[src/dgp_pkg.sv]
package dgp_pkg;

  // ----------------------------------------
  // Register indices (byte address = 4 * index)
  // ----------------------------------------
  localparam logic [8:0] IDX_SECOND_PORT_DATA     = 9'h006;
  localparam logic [8:0] IDX_SECOND_PORT_DATA_ALT = 9'h106;
  localparam logic [8:0] IDX_PIN_OPTION_CONFIG    = 9'h081;
  localparam logic [8:0] IDX_PIN_OPTION_ALT       = 9'h181;
  localparam logic [8:0] IDX_SECOND_PORT_DIR      = 9'h086;
  localparam logic [8:0] IDX_SECOND_PORT_DIR_ALT  = 9'h186;
  localparam logic [8:0] IDX_FIRST_PORT_DATA      = 9'h005;
  localparam logic [8:0] IDX_FIRST_PORT_DIR       = 9'h085;
  localparam logic [8:0] IDX_COMPARATOR_CONFIG    = 9'h09c;
  localparam logic [8:0] IDX_ANALOG_PIN_CONFIG    = 9'h09f;
  localparam logic [8:0] IDX_PORT_CONTROL         = 9'h020;
  localparam logic [8:0] IDX_PORT_STATUS          = 9'h021;

  // ----------------------------------------
  // Field positions
  // ----------------------------------------
  localparam int OPT_PULLUP_BIT   = 7;
  localparam int OPT_EDGE_BIT     = 6;
  localparam int CTL_LVP_BIT      = 0;
  localparam int STS_EXT_BIT      = 0;
  localparam int STS_CHANGE_BIT   = 1;
  localparam int PA_TIMER_PIN     = 4;
  localparam int PB_EXT_PIN       = 0;
  localparam int PB_PGM_PIN       = 3;
  localparam int PB_PCLK_PIN      = 6;
  localparam int PB_PDAT_PIN      = 7;

  // ----------------------------------------
  // Reset values and fixed encodings
  // ----------------------------------------
  localparam logic [7:0] RST_PIN_OPTION  = 8'hff;
  localparam logic [7:0] RST_SECOND_DIR  = 8'hff;
  localparam logic [5:0] RST_FIRST_DIR   = 6'h3f;
  localparam logic [7:0] RST_SECOND_LAT  = 8'h00;
  localparam logic [5:0] RST_FIRST_LAT   = 6'h00;
  localparam logic [3:0] RST_ANALOG_CFG  = 4'h0;
  localparam logic [2:0] RST_COMP_CFG    = 3'h7;
  localparam logic       RST_LVP         = 1'b1;
  localparam logic [2:0] COMP_OFF        = 3'h7;
  localparam logic [3:0] PCFG_DIGITAL_A  = 4'h6;
  localparam logic [3:0] PCFG_DIGITAL_B  = 4'h7;
  localparam logic [3:0] PCFG_ALL_ANALOG = 4'h0;
  localparam logic [5:0] ANALOG_ALL_MASK = 6'h2f;
  localparam logic [5:0] ANALOG_LOW_MASK = 6'h0b;
  localparam logic [5:0] COMP_PIN_MASK   = 6'h0f;
  localparam logic [7:0] CHANGE_PIN_MASK = 8'hf0;

  // ----------------------------------------
  // Option register layout
  // ----------------------------------------
  typedef struct packed {
    logic       pullup_control;
    logic       ext_int_edge_select;
    logic [5:0] timer_fields;
  } dgp_option_t;

endpackage : dgp_pkg

[src/dgp_top.sv]
`timescale 1ns/1ps
// Function
// - Direction one makes first-port pin input
// - Direction zero drives latch onto first-port pin
// - Reads return pins, writes go to latch
// - Writes merge sampled pins with written bits
// - First port has six data/direction bits
// - Timer pin: filtered input, open-drain output
// - Analog/comparator config selects pin function
// - Power-on: analog pins read zero, comparators off
// - Direction bits still drive analog pins
// - Enabled program or debug mode takes over its pins
// - Second-port weak pull-ups from option bit 7
// - Second-port bit 0 is external interrupt
// - Bits four to seven flag level changes
// - Program mode on by default, takes bit 3
// - Bits six, seven serve debug clock/data
// - Second-port latch kept over other resets
// - Second-port direction resets to all ones
// - Second-port data seen at two addresses
module dgp_top #(
  parameter int PA_W = 6,
  parameter int PB_W = 8
) (
  // Clock and reset
  input  wire logic            pclk,
  input  wire logic            presetn,
  input  wire logic            soft_reset,
  // APB slave
  input  wire logic            psel,
  input  wire logic            penable,
  input  wire logic            pwrite,
  input  wire logic [11:0]     paddr,
  input  wire logic [31:0]     pwdata,
  input  wire logic [3:0]      pstrb,
  output logic      [31:0]     prdata,
  output logic                 pready,
  output logic                 pslverr,
  // First port pins
  input  wire logic [PA_W-1:0] pa_in,
  output logic      [PA_W-1:0] pa_out,
  output logic      [PA_W-1:0] pa_oe,
  // Second port pins
  input  wire logic [PB_W-1:0] pb_in,
  output logic      [PB_W-1:0] pb_out,
  output logic      [PB_W-1:0] pb_oe,
  output logic      [PB_W-1:0] pb_pull_en,
  // Shared peripheral functions
  input  wire logic            debug_mode_en,
  input  wire logic            dbg_data_out,
  input  wire logic            dbg_data_oe,
  output logic                 timer_clock_input,
  output logic                 ext_int_pulse,
  output logic                 change_level,
  output logic                 program_enable,
  output logic                 program_clock,
  output logic                 program_data
);

  // ----------------------------------------
  // Helpers
  // ----------------------------------------
  function automatic logic [5:0] analog_mask(input logic [3:0] pcfg, input logic [2:0] cm);
    logic [5:0] m;
    m = 6'h00;
    if (pcfg == dgp_pkg::PCFG_ALL_ANALOG)
      m = dgp_pkg::ANALOG_ALL_MASK;
    else if (pcfg != dgp_pkg::PCFG_DIGITAL_A && pcfg != dgp_pkg::PCFG_DIGITAL_B)
      m = dgp_pkg::ANALOG_LOW_MASK;
    if (cm != dgp_pkg::COMP_OFF)
      m = m | dgp_pkg::COMP_PIN_MASK;
    return m;
  endfunction : analog_mask

  function automatic logic [7:0] settle(input logic [7:0] s2, input logic [7:0] s3, input logic [7:0] lv);
    return (~(s2 ^ s3) & s3) | ((s2 ^ s3) & lv);
  endfunction : settle

  // ----------------------------------------
  // State
  // ----------------------------------------
  logic [PA_W-1:0]      pa_s1_q, pa_s2_q, pa_s3_q, pa_lv_q;
  logic [PB_W-1:0]      pb_s1_q, pb_s2_q, pb_s3_q, pb_lv_q;
  logic [PA_W-1:0]      pa_lat_q, pa_dir_q;
  logic [PB_W-1:0]      pb_lat_q, pb_dir_q, pb_snap_q;
  dgp_pkg::dgp_option_t opt_q;
  logic [3:0]           pcfg_q;
  logic [2:0]           cm_q;
  logic                 lvp_q;
  logic                 ext_flag_q, chg_flag_q, ext_prev_q;
  logic [8:0]           idx;
  logic                 acc, wr_en, rd_en, hit;
  logic [31:0]          rd_data;
  logic [5:0]           amask;
  logic [7:0]           wmask, pb_merge, pb_rd, pb_mis;
  logic [5:0]           pa_merge, pa_rd;
  logic                 ext_edge;
  logic [7:0]           pa_settled;

  assign idx   = paddr[10:2];
  assign acc   = psel & penable & pready;
  assign wr_en = acc & pwrite & pstrb[0];
  assign rd_en = acc & ~pwrite;
  assign amask = analog_mask(pcfg_q, cm_q);
  assign wmask = pstrb[1] ? pwdata[15:8] : 8'hff;
  assign pa_settled = settle({2'b00, pa_s2_q}, {2'b00, pa_s3_q}, {2'b00, pa_lv_q});

  // ----------------------------------------
  // Pin input synchronisers
  // ----------------------------------------
  always_ff @(posedge pclk or negedge presetn)
  begin
    if (!presetn)
    begin
      pa_s1_q <= '0;
      pa_s2_q <= '0;
      pa_s3_q <= '0;
      pa_lv_q <= '0;
      pb_s1_q <= '0;
      pb_s2_q <= '0;
      pb_s3_q <= '0;
      pb_lv_q <= '0;
    end
    else
    begin
      pa_s1_q <= pa_in;
      pa_s2_q <= pa_s1_q;
      pa_s3_q <= pa_s2_q;
      pa_lv_q <= pa_settled[5:0];
      pb_s1_q <= pb_in;
      pb_s2_q <= pb_s1_q;
      pb_s3_q <= pb_s2_q;
      pb_lv_q <= settle(pb_s2_q, pb_s3_q, pb_lv_q);
    end
  end

  // ----------------------------------------
  // Read values and write merge
  // ----------------------------------------
  always_comb
  begin
    pa_rd    = pa_lv_q & ~amask;
    pb_rd    = pb_lv_q;
    if (lvp_q)
      pb_rd[dgp_pkg::PB_PGM_PIN] = 1'b0;
    pa_merge = (pa_rd & ~wmask[5:0]) | (pwdata[5:0] & wmask[5:0]);
    pb_merge = (pb_rd & ~wmask) | (pwdata[7:0] & wmask);
  end

  // ----------------------------------------
  // APB decode
  // ----------------------------------------
  always_comb
  begin
    rd_data = 32'h0000_0000;
    hit     = 1'b1;
    if (idx == dgp_pkg::IDX_SECOND_PORT_DATA || idx == dgp_pkg::IDX_SECOND_PORT_DATA_ALT)
      rd_data[7:0] = pb_rd;
    else if (idx == dgp_pkg::IDX_PIN_OPTION_CONFIG || idx == dgp_pkg::IDX_PIN_OPTION_ALT)
      rd_data[7:0] = opt_q;
    else if (idx == dgp_pkg::IDX_SECOND_PORT_DIR || idx == dgp_pkg::IDX_SECOND_PORT_DIR_ALT)
      rd_data[7:0] = pb_dir_q;
    else if (idx == dgp_pkg::IDX_FIRST_PORT_DATA)
      rd_data[5:0] = pa_rd;
    else if (idx == dgp_pkg::IDX_FIRST_PORT_DIR)
      rd_data[5:0] = pa_dir_q;
    else if (idx == dgp_pkg::IDX_ANALOG_PIN_CONFIG)
      rd_data[3:0] = pcfg_q;
    else if (idx == dgp_pkg::IDX_COMPARATOR_CONFIG)
      rd_data[2:0] = cm_q;
    else if (idx == dgp_pkg::IDX_PORT_CONTROL)
      rd_data[dgp_pkg::CTL_LVP_BIT] = lvp_q;
    else if (idx == dgp_pkg::IDX_PORT_STATUS)
      rd_data[1:0] = {chg_flag_q, ext_flag_q};
    else
      hit = 1'b0;
  end

  // No wait state: answer is prepared in the setup cycle
  always_ff @(posedge pclk or negedge presetn)
  begin
    if (!presetn)
    begin
      pready  <= 1'b0;
      pslverr <= 1'b0;
      prdata  <= 32'h0000_0000;
    end
    else
    begin
      pready  <= psel & ~penable;
      pslverr <= psel & ~penable & ~hit;
      prdata  <= (psel & ~penable & ~pwrite) ? rd_data : 32'h0000_0000;
    end
  end

  // ----------------------------------------
  // First port registers
  // ----------------------------------------
  always_ff @(posedge pclk or negedge presetn)
  begin
    if (!presetn)
    begin
      pa_lat_q <= dgp_pkg::RST_FIRST_LAT;
      pa_dir_q <= dgp_pkg::RST_FIRST_DIR;
      pcfg_q   <= dgp_pkg::RST_ANALOG_CFG;
      cm_q     <= dgp_pkg::RST_COMP_CFG;
    end
    else if (soft_reset)
    begin
      pa_dir_q <= dgp_pkg::RST_FIRST_DIR;
    end
    else if (wr_en)
    begin
      if (idx == dgp_pkg::IDX_FIRST_PORT_DATA)
        pa_lat_q <= pa_merge;
      else if (idx == dgp_pkg::IDX_FIRST_PORT_DIR)
        pa_dir_q <= pwdata[5:0];
      else if (idx == dgp_pkg::IDX_ANALOG_PIN_CONFIG)
        pcfg_q <= pwdata[3:0];
      else if (idx == dgp_pkg::IDX_COMPARATOR_CONFIG)
        cm_q <= pwdata[2:0];
    end
  end

  // ----------------------------------------
  // Second port registers
  // ----------------------------------------
  always_ff @(posedge pclk or negedge presetn)
  begin
    if (!presetn)
    begin
      pb_lat_q <= dgp_pkg::RST_SECOND_LAT;
      pb_dir_q <= dgp_pkg::RST_SECOND_DIR;
      opt_q    <= dgp_pkg::RST_PIN_OPTION;
      lvp_q    <= dgp_pkg::RST_LVP;
    end
    else if (soft_reset)
    begin
      pb_dir_q <= dgp_pkg::RST_SECOND_DIR;
      opt_q    <= dgp_pkg::RST_PIN_OPTION;
    end
    else if (wr_en)
    begin
      if (idx == dgp_pkg::IDX_SECOND_PORT_DATA || idx == dgp_pkg::IDX_SECOND_PORT_DATA_ALT)
        pb_lat_q <= pb_merge;
      else if (idx == dgp_pkg::IDX_SECOND_PORT_DIR || idx == dgp_pkg::IDX_SECOND_PORT_DIR_ALT)
        pb_dir_q <= pwdata[7:0];
      else if (idx == dgp_pkg::IDX_PIN_OPTION_CONFIG || idx == dgp_pkg::IDX_PIN_OPTION_ALT)
        opt_q <= pwdata[7:0];
      else if (idx == dgp_pkg::IDX_PORT_CONTROL)
        lvp_q <= pwdata[dgp_pkg::CTL_LVP_BIT];
    end
  end

  // ----------------------------------------
  // Change detect and external interrupt
  // ----------------------------------------
  assign pb_mis   = (pb_lv_q ^ pb_snap_q) & pb_dir_q & dgp_pkg::CHANGE_PIN_MASK;
  assign ext_edge = opt_q.ext_int_edge_select ? (pb_lv_q[dgp_pkg::PB_EXT_PIN] & ~ext_prev_q)
                                              : (~pb_lv_q[dgp_pkg::PB_EXT_PIN] & ext_prev_q);

  always_ff @(posedge pclk or negedge presetn)
  begin
    if (!presetn)
    begin
      pb_snap_q  <= '0;
      ext_prev_q <= 1'b0;
      ext_flag_q <= 1'b0;
      chg_flag_q <= 1'b0;
    end
    else
    begin
      if (rd_en && (idx == dgp_pkg::IDX_SECOND_PORT_DATA || idx == dgp_pkg::IDX_SECOND_PORT_DATA_ALT))
        pb_snap_q <= pb_lv_q;
      ext_prev_q <= pb_lv_q[dgp_pkg::PB_EXT_PIN];
      // Set wins over a simultaneous write-one clear
      if (ext_edge && pb_dir_q[dgp_pkg::PB_EXT_PIN])
        ext_flag_q <= 1'b1;
      else if (wr_en && idx == dgp_pkg::IDX_PORT_STATUS && pwdata[dgp_pkg::STS_EXT_BIT])
        ext_flag_q <= 1'b0;
      if (|pb_mis)
        chg_flag_q <= 1'b1;
      else if (wr_en && idx == dgp_pkg::IDX_PORT_STATUS && pwdata[dgp_pkg::STS_CHANGE_BIT])
        chg_flag_q <= 1'b0;
    end
  end

  // ----------------------------------------
  // Pin drive and peripheral outputs
  // ----------------------------------------
  always_ff @(posedge pclk or negedge presetn)
  begin
    if (!presetn)
    begin
      pa_out            <= '0;
      pa_oe             <= '0;
      pb_out            <= '0;
      pb_oe             <= '0;
      pb_pull_en        <= '0;
      timer_clock_input <= 1'b0;
      ext_int_pulse     <= 1'b0;
      change_level      <= 1'b0;
      program_enable    <= 1'b0;
      program_clock     <= 1'b0;
      program_data      <= 1'b0;
    end
    else
    begin
      pa_out                       <= pa_lat_q;
      pa_out[dgp_pkg::PA_TIMER_PIN] <= 1'b0;
      pa_oe                        <= ~pa_dir_q;
      pa_oe[dgp_pkg::PA_TIMER_PIN]  <= ~pa_dir_q[dgp_pkg::PA_TIMER_PIN] & ~pa_lat_q[dgp_pkg::PA_TIMER_PIN];
      pb_out <= pb_lat_q;
      pb_oe  <= ~pb_dir_q;
      if (lvp_q)
        pb_oe[dgp_pkg::PB_PGM_PIN] <= 1'b0;
      if (debug_mode_en)
      begin
        pb_oe[dgp_pkg::PB_PCLK_PIN]  <= 1'b0;
        pb_oe[dgp_pkg::PB_PDAT_PIN]  <= dbg_data_oe;
        pb_out[dgp_pkg::PB_PDAT_PIN] <= dbg_data_out;
      end
      pb_pull_en        <= {PB_W{~opt_q.pullup_control}} & pb_dir_q;
      timer_clock_input <= pa_lv_q[dgp_pkg::PA_TIMER_PIN];
      ext_int_pulse     <= ext_edge & pb_dir_q[dgp_pkg::PB_EXT_PIN];
      change_level      <= |pb_mis;
      program_enable    <= lvp_q & pb_lv_q[dgp_pkg::PB_PGM_PIN];
      program_clock     <= debug_mode_en & pb_lv_q[dgp_pkg::PB_PCLK_PIN];
      program_data      <= debug_mode_en & pb_lv_q[dgp_pkg::PB_PDAT_PIN];
    end
  end
endmodule : dgp_top
[config.mk]
export PLATFORM = sky130hd
export DESIGN_NAME = dgp_top
export DESIGN_NICKNAME = d
export VERILOG_FILES = /design/src/dgp_pkg.sv /design/src/dgp_top.sv
export SDC_FILE = /design/constraint.sdc
export NUM_CORES = 1
export LEC_CHECK = 0
export BUFFER_PORTS_ARGS = -buffer_cell sky130_fd_sc_hd__buf_2
export CAP_MARGIN = 25
export CORE_MARGIN = 1
export CORE_UTILIZATION = 50
export CTS_BUF_LIST = sky130_fd_sc_hd__clkbuf_4 sky130_fd_sc_hd__clkbuf_8
export CTS_CLUSTER_DIAMETER = 40
export DETAILED_ROUTE_END_ITERATION = 10
export PLACE_DENSITY = 0.78
export SYNTH_ARGS = -nofsm -noshare
export SYNTH_HDL_FRONTEND = slang
export SYNTH_SLANG_ARGS = --single-unit
export TNS_END_PERCENT = 50
[constraint.sdc]
create_clock -name pclk -period 1.65 [get_ports pclk]
set_clock_uncertainty 0.1 [all_clocks]
set_input_delay 0.33 -clock pclk [delete_from_list [all_inputs] [get_ports pclk]]
set_output_delay 0.33 -clock pclk [all_outputs]
set_load 0.03 [all_outputs]
==> flow_summary.ini, run 1 <==
[outcome]
outcome = finished with violations
violations = setup timing

[routing]
dr.first_iter.drc_count = 365
num_vias = 4741
wl_met3_mm = 1.059
dr.pass1.iters = 5
wire_per_inst_um = 18.57
ant_nets = 0
wl_met1_mm = 6.893
drc = 0
finalWirelength_mm = 16.75
met2_length_mm = 8.284
vias_per_cell = 5.256
top_layer = met4

[logic_synthesis]
synth.distinct_cells = 57
ys_warn_count = 0
synth_edf_count = 0
syn_avg_cell_area_um2 = 12.21
synth_area_leaders = dfrtp_1 53%, dfstp_2 11%, a211o_1 3.4%
synthesis.area_um2 = 6252
yosysTopAreaCellShare_pct = 52.83
synth-main-ff-cell = dfrtp_1
synthCells = 512
yosysTopAreaCell = dfrtp_1
synth_seq_cells = 158
yosysSeqAreaShare_pct = 63.76
ys_async_sr_fraction_pct = 100.0

[critical_path]
cp.depth = 4
cp_slowest_cell = or3_4
crit_start = pready$_DFF_PN0_
cp.required_ns = 1.91
critPathKind = flop to flop
end_kind = flop
cp_cell_sequence = and3_4 > nand4b_1 > or3_4 > mux2_4
ff2ff_path_depth = 4
path_delay_family = simple AND/OR/NAND/NOR gates
r2r_slack_ns = -0.11
slowest_delay_ns = 0.45
start_kind = flop
endpoint = pa_lat_q[5]$_DFFE_PN0P_
path_max_fanout = 7
reg2reg_to = pa_lat_q[5]$_DFFE_PN0P_
r2r-start = pready$_DFF_PN0_
worstPathArrival_ns = 2.01
cp_num_buf_inv = 0

[flow_run]
maxCapViolCount = 0

[die]
initial_utilization_pct = 51.62
core_area_um2 = 12110
rows = 40
pin_count = 147
die-area_um2 = 12960
die_w_um = 113.8
die_height_um = 113.8

[clocking]
root_buffer = clkbuf_8
cts_buffer_depth = 2
worstSkewPairLatency_ns = 0.47
cts_buffers = 17
tritoncts = built
clk_pin_slew_ns = 0.08
cts_sinks = 158
h-tree-depth = 4

[power_and_ir_drop]
switching_share_pct = 25.15
power.switching_mw = 1.903
p_seq_share_pct = 53.7
total_leakage_power_nw = 4.153
clkPwrFrac_pct = 37.3
power.density_nw_per_um2 = 903.3
p_int_mw = 5.663
pwr-share-comb_pct = 9.0
vdd_drop_max_uv = 484.9
p_total_mw = 7.566

[global_routing]
grt_overflow = 0
grt_max_degree = 45
grtUsageTotal_pct = 27.11
grt_pass1_wl_mm = 25.25
antenna_found_initial = 0
grt_pass1_vias = 4717

[finish]
regArea_um2 = 3986
layout-drive-gt1-share_pct = 41.55
synthToLayoutAreaGrowth_pct = 33.96
final_common_cell = dfrtp_1
multi_input_area_um2 = 2191
num_antenna_cells = 0
fin_nets = 792
nFillCells = 900
final_cell_mix = 132 x dfrtp_1, 98 x buf_2, 77 x buf_4, 43 x nor2_1, 26 x dfstp_2

[timing]
worst_slack_ns = -0.1071
period_needed_ns = 1.757
setup_viol = 46
rsz0062_at_grt = true
max_freq_mhz = 569.1
timing.final.hold_violations = 0
fin_crit_sh_pct = 106.5
slew_viol_final = 0

[placement]
hpwl_mm = 11.91
gp_congestion = 0.9208
port_buffers = 100
preCtsSetupSlack_ns = -0.6060

[hold_path]
worst_hold_path_type = input port to flop
==> registers in the layout, summed over array words and instances, names as in the netlist, 8 cells and up, named ones only <==
| signal | count |
|---|---|
| opt_q | 8 |
| pb_oe | 8 |
| pb_s3_q | 8 |
| pb_lat_q | 8 |
| pb_out | 8 |
| pb_dir_q | 8 |
| prdata | 8 |
| pb_pull_en | 8 |
| pb_s2_q | 8 |
| pb_s1_q | 8 |
==> power groups by stage <==
stage	Clock [mW]	Combinational [mW]	Sequential (mW)
after CTS	2.88	0.664	4.06
final	2.82	0.684	4.06
after global placement	0	0.602	4.13
after global routing	3.03	0.738	4.07
after floorplan	0	0.286	4.14
after detailed placement	0	0.617	4.13
==> metrics by stage <==
| step | hold slack, ns | util (%) | TNS, ns | std cells | cell area [um2] |
|---|---|---|---|---|---|
| after detailed placement | 0.1957 | 61.17 | -26.06 | 836 | 7408 |
| after global routing | 0.04499 | 69.15 | -3.996 | 902 | 8376 |
| after global placement | 0.1881 | 61.17 | -24.03 | 836 | 7408 |
| after floorplan | -0.06559 | - | -12.40 | 536 | 6366 |
| after CTS | 0.01463 | 66.98 | -1.351 | 892 | 8113 |
| final | 0.03827 | 69.15 | -2.222 | 902 | 8376 |
==> layer usage <==
metal	global-route usage, %	vias up
met2	43.62	209
li1	-	2152
met4	13.16	0
met3	6.695	41
met1	34.57	2339
met5	0	-
==> what timing repair did <==
action	CTS	global route
gates cloned	0	2
pin swaps	3	18
resized for setup	20	38
endpoints found under the hold margin	45	0
setup buffers	4	9
setup endpoints to repair	50	53
hold buffers	20	0
==> cell families (layout without fill, tap and decap cells) <==
family	Yosys count	count (layout)	share of synthesized area, %
flip-flops	158	158	63.76
AND/OR/NAND/NOR	156	156	13.77
AO/OA/AOI/OAI	91	91	9.866
buffers and inverters	66	264	5.923
multiplexers	22	22	3.822
adder cells (fa/ha/maj)	14	14	2.241
XOR/XNOR	4	4	0.5603
other	1	25	0.05998
==> worst min-delay path by stage <==
stage          startpoint                      end  slack [ns]  depth (start not counted)
3_3_place_gp      presetn     pa_s1_q[2]$_DFF_PN0_        0.19                          1
6_report        pwdata[6]  pb_dir_q[6]$_DFFE_PN1P_        0.04                          2
5_1_grt         pwdata[6]  pb_dir_q[6]$_DFFE_PN1P_        0.04                          2
3_5_place_dp      presetn     pa_s1_q[0]$_DFF_PN0_        0.20                          1
4_1_cts         pwdata[6]     opt_q[6]$_DFFE_PN1P_        0.01                          2
2_1_floorplan     presetn                async pin       -0.07                          0
==> cell type report <==
class                   count  share of cell area, %
flip-flops and latches    158                  47.59
multi-input cells         312                  26.16
repair buffers            211                  18.15
clock buffers              21                  3.227
well taps                 168                  2.510
clock inverters            11                  1.419
inverters                  21                 0.9411
==> cell usage after synthesis (all sizes together), types with 3 or more instances <==
library cell,number
dfrtp,132
nor2,49
buf,33
dfstp,26
a211o,24
nand2,24
a21oi,21
inv,21
nor2b,18
o21ai,16
mux2,15
maj3,14
clkbuf,12
nor3,12
nand3,8
a31oi,7
mux2i,7
nand2b,7
and2,6
a22oi,5
and3,5
o22ai,4
xor2,4
a211oi,3
nand3b,3
or2,3
or3,3
No activity file was read; power rests on OpenSTA's default activity.
==> inputs of run 2 (changes only) <==
- PLACE_DENSITY: 0.78 -> 0.75
- RECOVER_POWER: default -> 100
- clock period: 1.65 -> 1.7 ns (I/O delays scaled with it)
==> run 2 against run 1 <==
- the flow still finishes with violations (setup timing)
- register-to-register slack improved by 0.02 ns
- largest power group unchanged
- largest cell class unchanged
- first-iteration DRC count decreased by 16%
- sequential share of layout area increased by 2.1 points
- hold slack got worse by 0.0033 ns
- global-route usage decreased by 1.2 points
- via count decreased by 3.8%
- utilization decreased by 3.0 points
- critical path depth increased by 1
- flip-flop and latch count unchanged
==> flow_summary.ini, run 2 (synthesis results as in run 1) <==
[outcome]
outcome = finished with violations
violations = setup timing

[clocking]
root_buffer = clkbuf_8
h-tree-depth = 4
cts_buffers = 17
clk_pin_slew_ns = 0.08
cts_sinks = 158
tritoncts = built
worstSkewPairLatency_ns = 0.46
cts_buffer_depth = 2

[global_routing]
grt_overflow = 0
grt_pass1_wl_mm = 24.28
antenna_found_initial = 0
grt_max_degree = 39
grt_pass1_vias = 4467
grtUsageTotal_pct = 25.92

[routing]
dr.pass1.iters = 6
vias_per_cell = 5.187
ant_nets = 0
drc = 0
dr.first_iter.drc_count = 306
finalWirelength_mm = 15.53
num_vias = 4559
wire_per_inst_um = 17.67

[timing]
max_freq_mhz = 560.4
slew_viol_final = 0
timing.final.hold_violations = 0
slew_headroom_pct = 40.63
whs_ns = 0.03495
worst_slack_ns = -0.08437
period_needed_ns = 1.784
setup-tns-final_ns = -1.490
rsz0062_at_grt = true
worst_pin_slew_ns = 0.8906
setup_viol = 34
fin_crit_sh_pct = 105.0

[critical_path]
cp_num_buf_inv = 1
slowest_delay_ns = 0.44
r2r_slack_ns = -0.08
ff2ff_path_depth = 5
cp_cell_sequence = and3_4 > buf_6 > nand4b_1 > or3_4 > mux2_4
critPathKind = flop to flop
r2r-start = pready$_DFF_PN0_
cp_slowest_cell = or3_4
start_kind = flop
path_max_fanout = 4
path_delay_family = simple AND/OR/NAND/NOR gates
cp.required_ns = 1.95
worstPathArrival_ns = 2.04
reg2reg_to = pa_lat_q[1]$_DFFE_PN0P_
end_kind = flop

[hold_path]
worst_hold_path_type = input port to flop
min_path_cells = 2
holdPathEnd = pb_dir_q[6]$_DFFE_PN1P_
hold_start = pwdata[6]

[finish]
synthToLayoutAreaGrowth_pct = 28.22
num_antenna_cells = 0
final_common_cell = dfrtp_1
nFillCells = 975
fin_nets = 769
final_cells = 879
layout-drive-gt1-share_pct = 28.69
final_cell_mix = 132 x dfrtp_1, 54 x clkbuf_1, 53 x buf_4, 48 x buf_2, 45 x nor2_1

[placement]
hpwl_mm = 11.41
port_buffers = 100
preCtsSetupSlack_ns = -0.5676
gp_congestion = 0.9145
place_inst = 825

[power_and_ir_drop]
power.density_nw_per_um2 = 944.9
vdd_drop_max_uv = 713.2
total_leakage_power_nw = 3.733
p_total_mw = 7.575

[die]
die_height_um = 113.8
initial_utilization_pct = 51.62
die_w_um = 113.8
pin_count = 147
rows = 40
core_area_um2 = 12110
die-area_um2 = 12960

[flow_run]
maxCapViolCount = 0
## run 2: what timing repair did
action                                  in CTS  in global routing
hold buffers                                18                  0
endpoints found under the setup margin      43                 45
pin swaps                                    5                  5
setup buffers                                4                  1
hold endpoints to repair                    91                  0
gates resized for setup                     15                 21
## run 2: area by class of cell
type | count | area, um2 | area share, %
Tap cell | 168 | 210.2 | 2.622
Inverter | 21 | 78.83 | 0.9833
Timing Repair Buffer | 188 | 1177 | 14.69
Multi-Input combinational cell | 312 | 2118 | 26.42
Sequential cell | 158 | 3986 | 49.73
Clock buffer | 22 | 284.0 | 3.543
Clock inverter | 10 | 161.4 | 2.013
## run 2: layer usage
metal  routed length (um)  vias up  track usage, %  part of all wire, %
met1                 6772     2240           34.59                   44
li1                     -     2105               -                    -
met3                  858       27           5.845                  5.5
met2                 7554      187           41.10                   49
met5                    0        -               0                    0
met4                  346        0           11.17                  2.2
## run 2: worst max-delay path by stage
stage | cells after the start | from | endpoint
2_1_floorplan | 7 | paddr[6] | opt_q[7]$_DFFE_PN1P_
5_1_grt | 9 | pready$_DFF_PN0_ | pb_lat_q[4]$_DFFE_PN0P_
3_5_place_dp | 5 | paddr[9] | pb_snap_q[7]$_DFFE_PN0P_
6_report | 5 | pready$_DFF_PN0_ | pa_lat_q[1]$_DFFE_PN0P_
3_3_place_gp | 7 | paddr[9] | prdata[5]$_DFF_PN0_
4_1_cts | 9 | pready$_DFF_PN0_ | pb_lat_q[1]$_DFFE_PN0P_
## run 2: worst register-to-register path: cells and delay by family (launching register included)
family / cells / cell delay [ns]
buf+inv: 1 / 0.09
flops: 1 / 0.35
mux: 1 / 0.31
simple gates: 3 / 0.83
## run 2: where the power goes
| group | switching (mW) | internal [mW] | leakage, nW | total (mW) |
|---|---|---|---|---|
| combinational | 0.387 | 0.213 | 1.57 | 0.600 |
| clock | 1.31 | 1.72 | 0.219 | 3.03 |
| sequential | 0.0809 | 3.86 | 1.94 | 3.94 |
| total | 1.78 | 5.80 | 3.73 | 7.57 |
## run 2: per-stage QoR
step / utilization, % / cell area [um2]
2_1_floorplan: - / 6366
6_report: 66.19 / 8016
3_5_place_dp: 60.49 / 7326
4_1_cts: 66.46 / 8049
3_3_place_gp: 60.49 / 7326
5_1_grt: 66.19 / 8016
==> inputs of run 3 (changes only) <==
- ABC_AREA: default -> 1
- ABC_CLOCK_PERIOD_IN_PS: default -> 1700
- CORE_ASPECT_RATIO: default -> 0.75
==> run 3 against run 2 <==
- the flow now finishes without violations
- clock-buffer cell count is 4 lower
- register-to-register slack better by 0.13 ns
- sequential power increased by 4%
- critical endpoint is now prdata[0]$_DFF_PN0_
==> flow_summary.ini, run 3 <==
[outcome]
outcome = finished clean

[timing]
rsz0062_at_grt = true
slew_headroom_pct = 64.49
worst_pin_slew_ns = 0.5326
whs_ns = 0.08204
setup_viol = 0
max_freq_mhz = 603.1
period_needed_ns = 1.658
setup-tns-final_ns = 0
timing.final.hold_violations = 0
slew_viol_final = 0
fin_crit_sh_pct = 97.53
worst_slack_ns = 0.04201

[die]
core_area_um2 = 12310
die_w_um = 131.8
rows = 35
die-area_um2 = 13100
die_height_um = 99.36
pin_count = 147
initial_utilization_pct = 51.35

[clocking]
cts_sinks = 158
root_buffer = clkbuf_8
cts_buffers = 17
clk_pin_slew_ns = 0.10
cts_buffer_depth = 2
h-tree-depth = 4
worstSkewPairLatency_ns = 0.46
tritoncts = built

[logic_synthesis]
synthAdderAreaFrac_pct = 2.218
ys_warn_count = 0
synthSimpleGateAreaFrac_pct = 15.96
synth-main-ff-cell = dfrtp_1
synth_seq_cells = 158
synth_compound_area_share_pct = 9.149
yosysTopAreaCell = dfrtp_1
synthesis.area_um2 = 6319
synth_common_cells = 132 x dfrtp_1, 80 x nand2_1, 68 x nor2_1, 63 x inv_1, 42 x o21ai_0
synth_xor_area_share_pct = 0.2772
synthCells = 589
synth.most_common_cell = dfrtp_1
yosysTopAreaCellShare_pct = 52.28
synth_top_family_by_area = simple AND/OR/NAND/NOR gates
syn_avg_cell_area_um2 = 10.73
synth_edf_count = 0
synth_area_leaders = dfrtp_1 52%, dfstp_2 11%, nand2_1 4.8%
yosysSeqAreaShare_pct = 63.09
muxShareOfSynthArea_pct = 0.7723
ys_async_sr_fraction_pct = 100.0
synth.distinct_cells = 46

[global_routing]
grtUsageTotal_pct = 24.31
grt_max_degree = 47
antenna_found_initial = 0
grt_overflow = 0
grt_pass1_wl_mm = 23.69
grt_pass1_vias = 4511

[placement]
gp_congestion = 0.8759
place_area_um2 = 7251
preCtsSetupSlack_ns = -0.1288
port_buffers = 100
hpwl_mm = 10.84
place_inst = 886

[critical_path]
critPathKind = flop to flop
crit_start = cm_q[2]$_DFFE_PN1P_
cp.required_ns = 2.00
start_kind = flop
end_kind = flop
worstPathArrival_ns = 1.96
r2r-start = cm_q[2]$_DFFE_PN1P_
path_max_fanout = 3

[hold_path]
worst_hold_path_type = input port to flop
hold_start = pwdata[11]

[finish]
num_antenna_cells = 0
fin_nets = 831
utilization_pct = 62.76
stdcell_area_um2 = 7722
layout-drive-gt1-share_pct = 23.67
final_cells = 939
final_cell_mix = 131 x dfrtp_1, 81 x nand2_1, 65 x nor2_1, 64 x inv_1, 57 x clkbuf_1
synthToLayoutAreaGrowth_pct = 22.22
final_common_cell = dfrtp_1
nFillCells = 1036

[routing]
dr.pass1.iters = 5
ant_nets = 0
drc = 0
finalWirelength_mm = 14.63
dr.first_iter.drc_count = 350
vias_per_cell = 4.927
num_vias = 4626
wire_per_inst_um = 15.58

[power_and_ir_drop]
p_total_mw = 7.740
power.density_nw_per_um2 = 1002
total_leakage_power_nw = 3.733
vdd_drop_max_uv = 788.3

[flow_run]
maxCapViolCount = 0
## run 3: cells by family after synthesis
kind of cell,Yosys count
mux,4
xor+xnor,2
other cells,1
compound gates,98
flops,158
simple gates,207
fa+ha+maj,14
buf+inv,105
## run 3: critical path: stages (launching register included)
cell and delay [ns]:
dfstp_2 0.57, and3_4 0.19, nand4_1 0.20, nor2_2 0.22, a21oi_1 0.09, nand2_1 0.07, nand2_1 0.06, a21oi_2 0.10
## run 3: path summary, 6_finish.rpt
kind / to / slack [ns] / depth (start not counted)
worst min register to register: pb_s2_q[5]$_DFF_PN0_ / 0.25 / 0
worst max register to register: prdata[0]$_DFF_PN0_ / 0.04 / 7
max in group asynchronous: pready$_DFF_PN0_ / 0.27 / 3
min in group asynchronous: pa_s2_q[5]$_DFF_PN0_ / 0.27 / 2
worst min-delay path: pa_lat_q[3]$_DFFE_PN0P_ / 0.08 / 4
worst max-delay path: prdata[0]$_DFF_PN0_ / 0.04 / 7
## run 3: final cells by class
type	instances	area (um2)	share of cell area, %
Timing Repair Buffer	162	980.9	12.70
Multi-Input combinational cell	350	1867	24.17
Sequential cell	158	3988	51.64
Clock inverter	14	165.2	2.139
Clock buffer	18	247.7	3.208
Inverter	71	266.5	3.451
Tap cell	166	207.7	2.690
## run 3: report_power, final
part | internal, mW | total [mW] | leakage (nW) | switching (mW)
Combinational | 0.231 | 0.773 | 1.61 | 0.542
Clock | 1.39 | 2.88 | 0.204 | 1.49
Sequential | 3.97 | 4.09 | 1.92 | 0.117
## run 3: layer usage
layer	up-vias	track usage [%]	share of wire (%)
li1	2188	-	-
met1	2252	35.16	47
met2	170	36.26	44
met3	16	6.728	7.2
met4	0	6.798	1.1
met5	-	0	0
## run 3: repair_timing
item,4_1_cts,5_1_grt
endpoints found under the hold margin,41,0
setup buffers,0,2
resized for setup,0,4
endpoints found under the setup margin,0,4
hold buffers,19,0
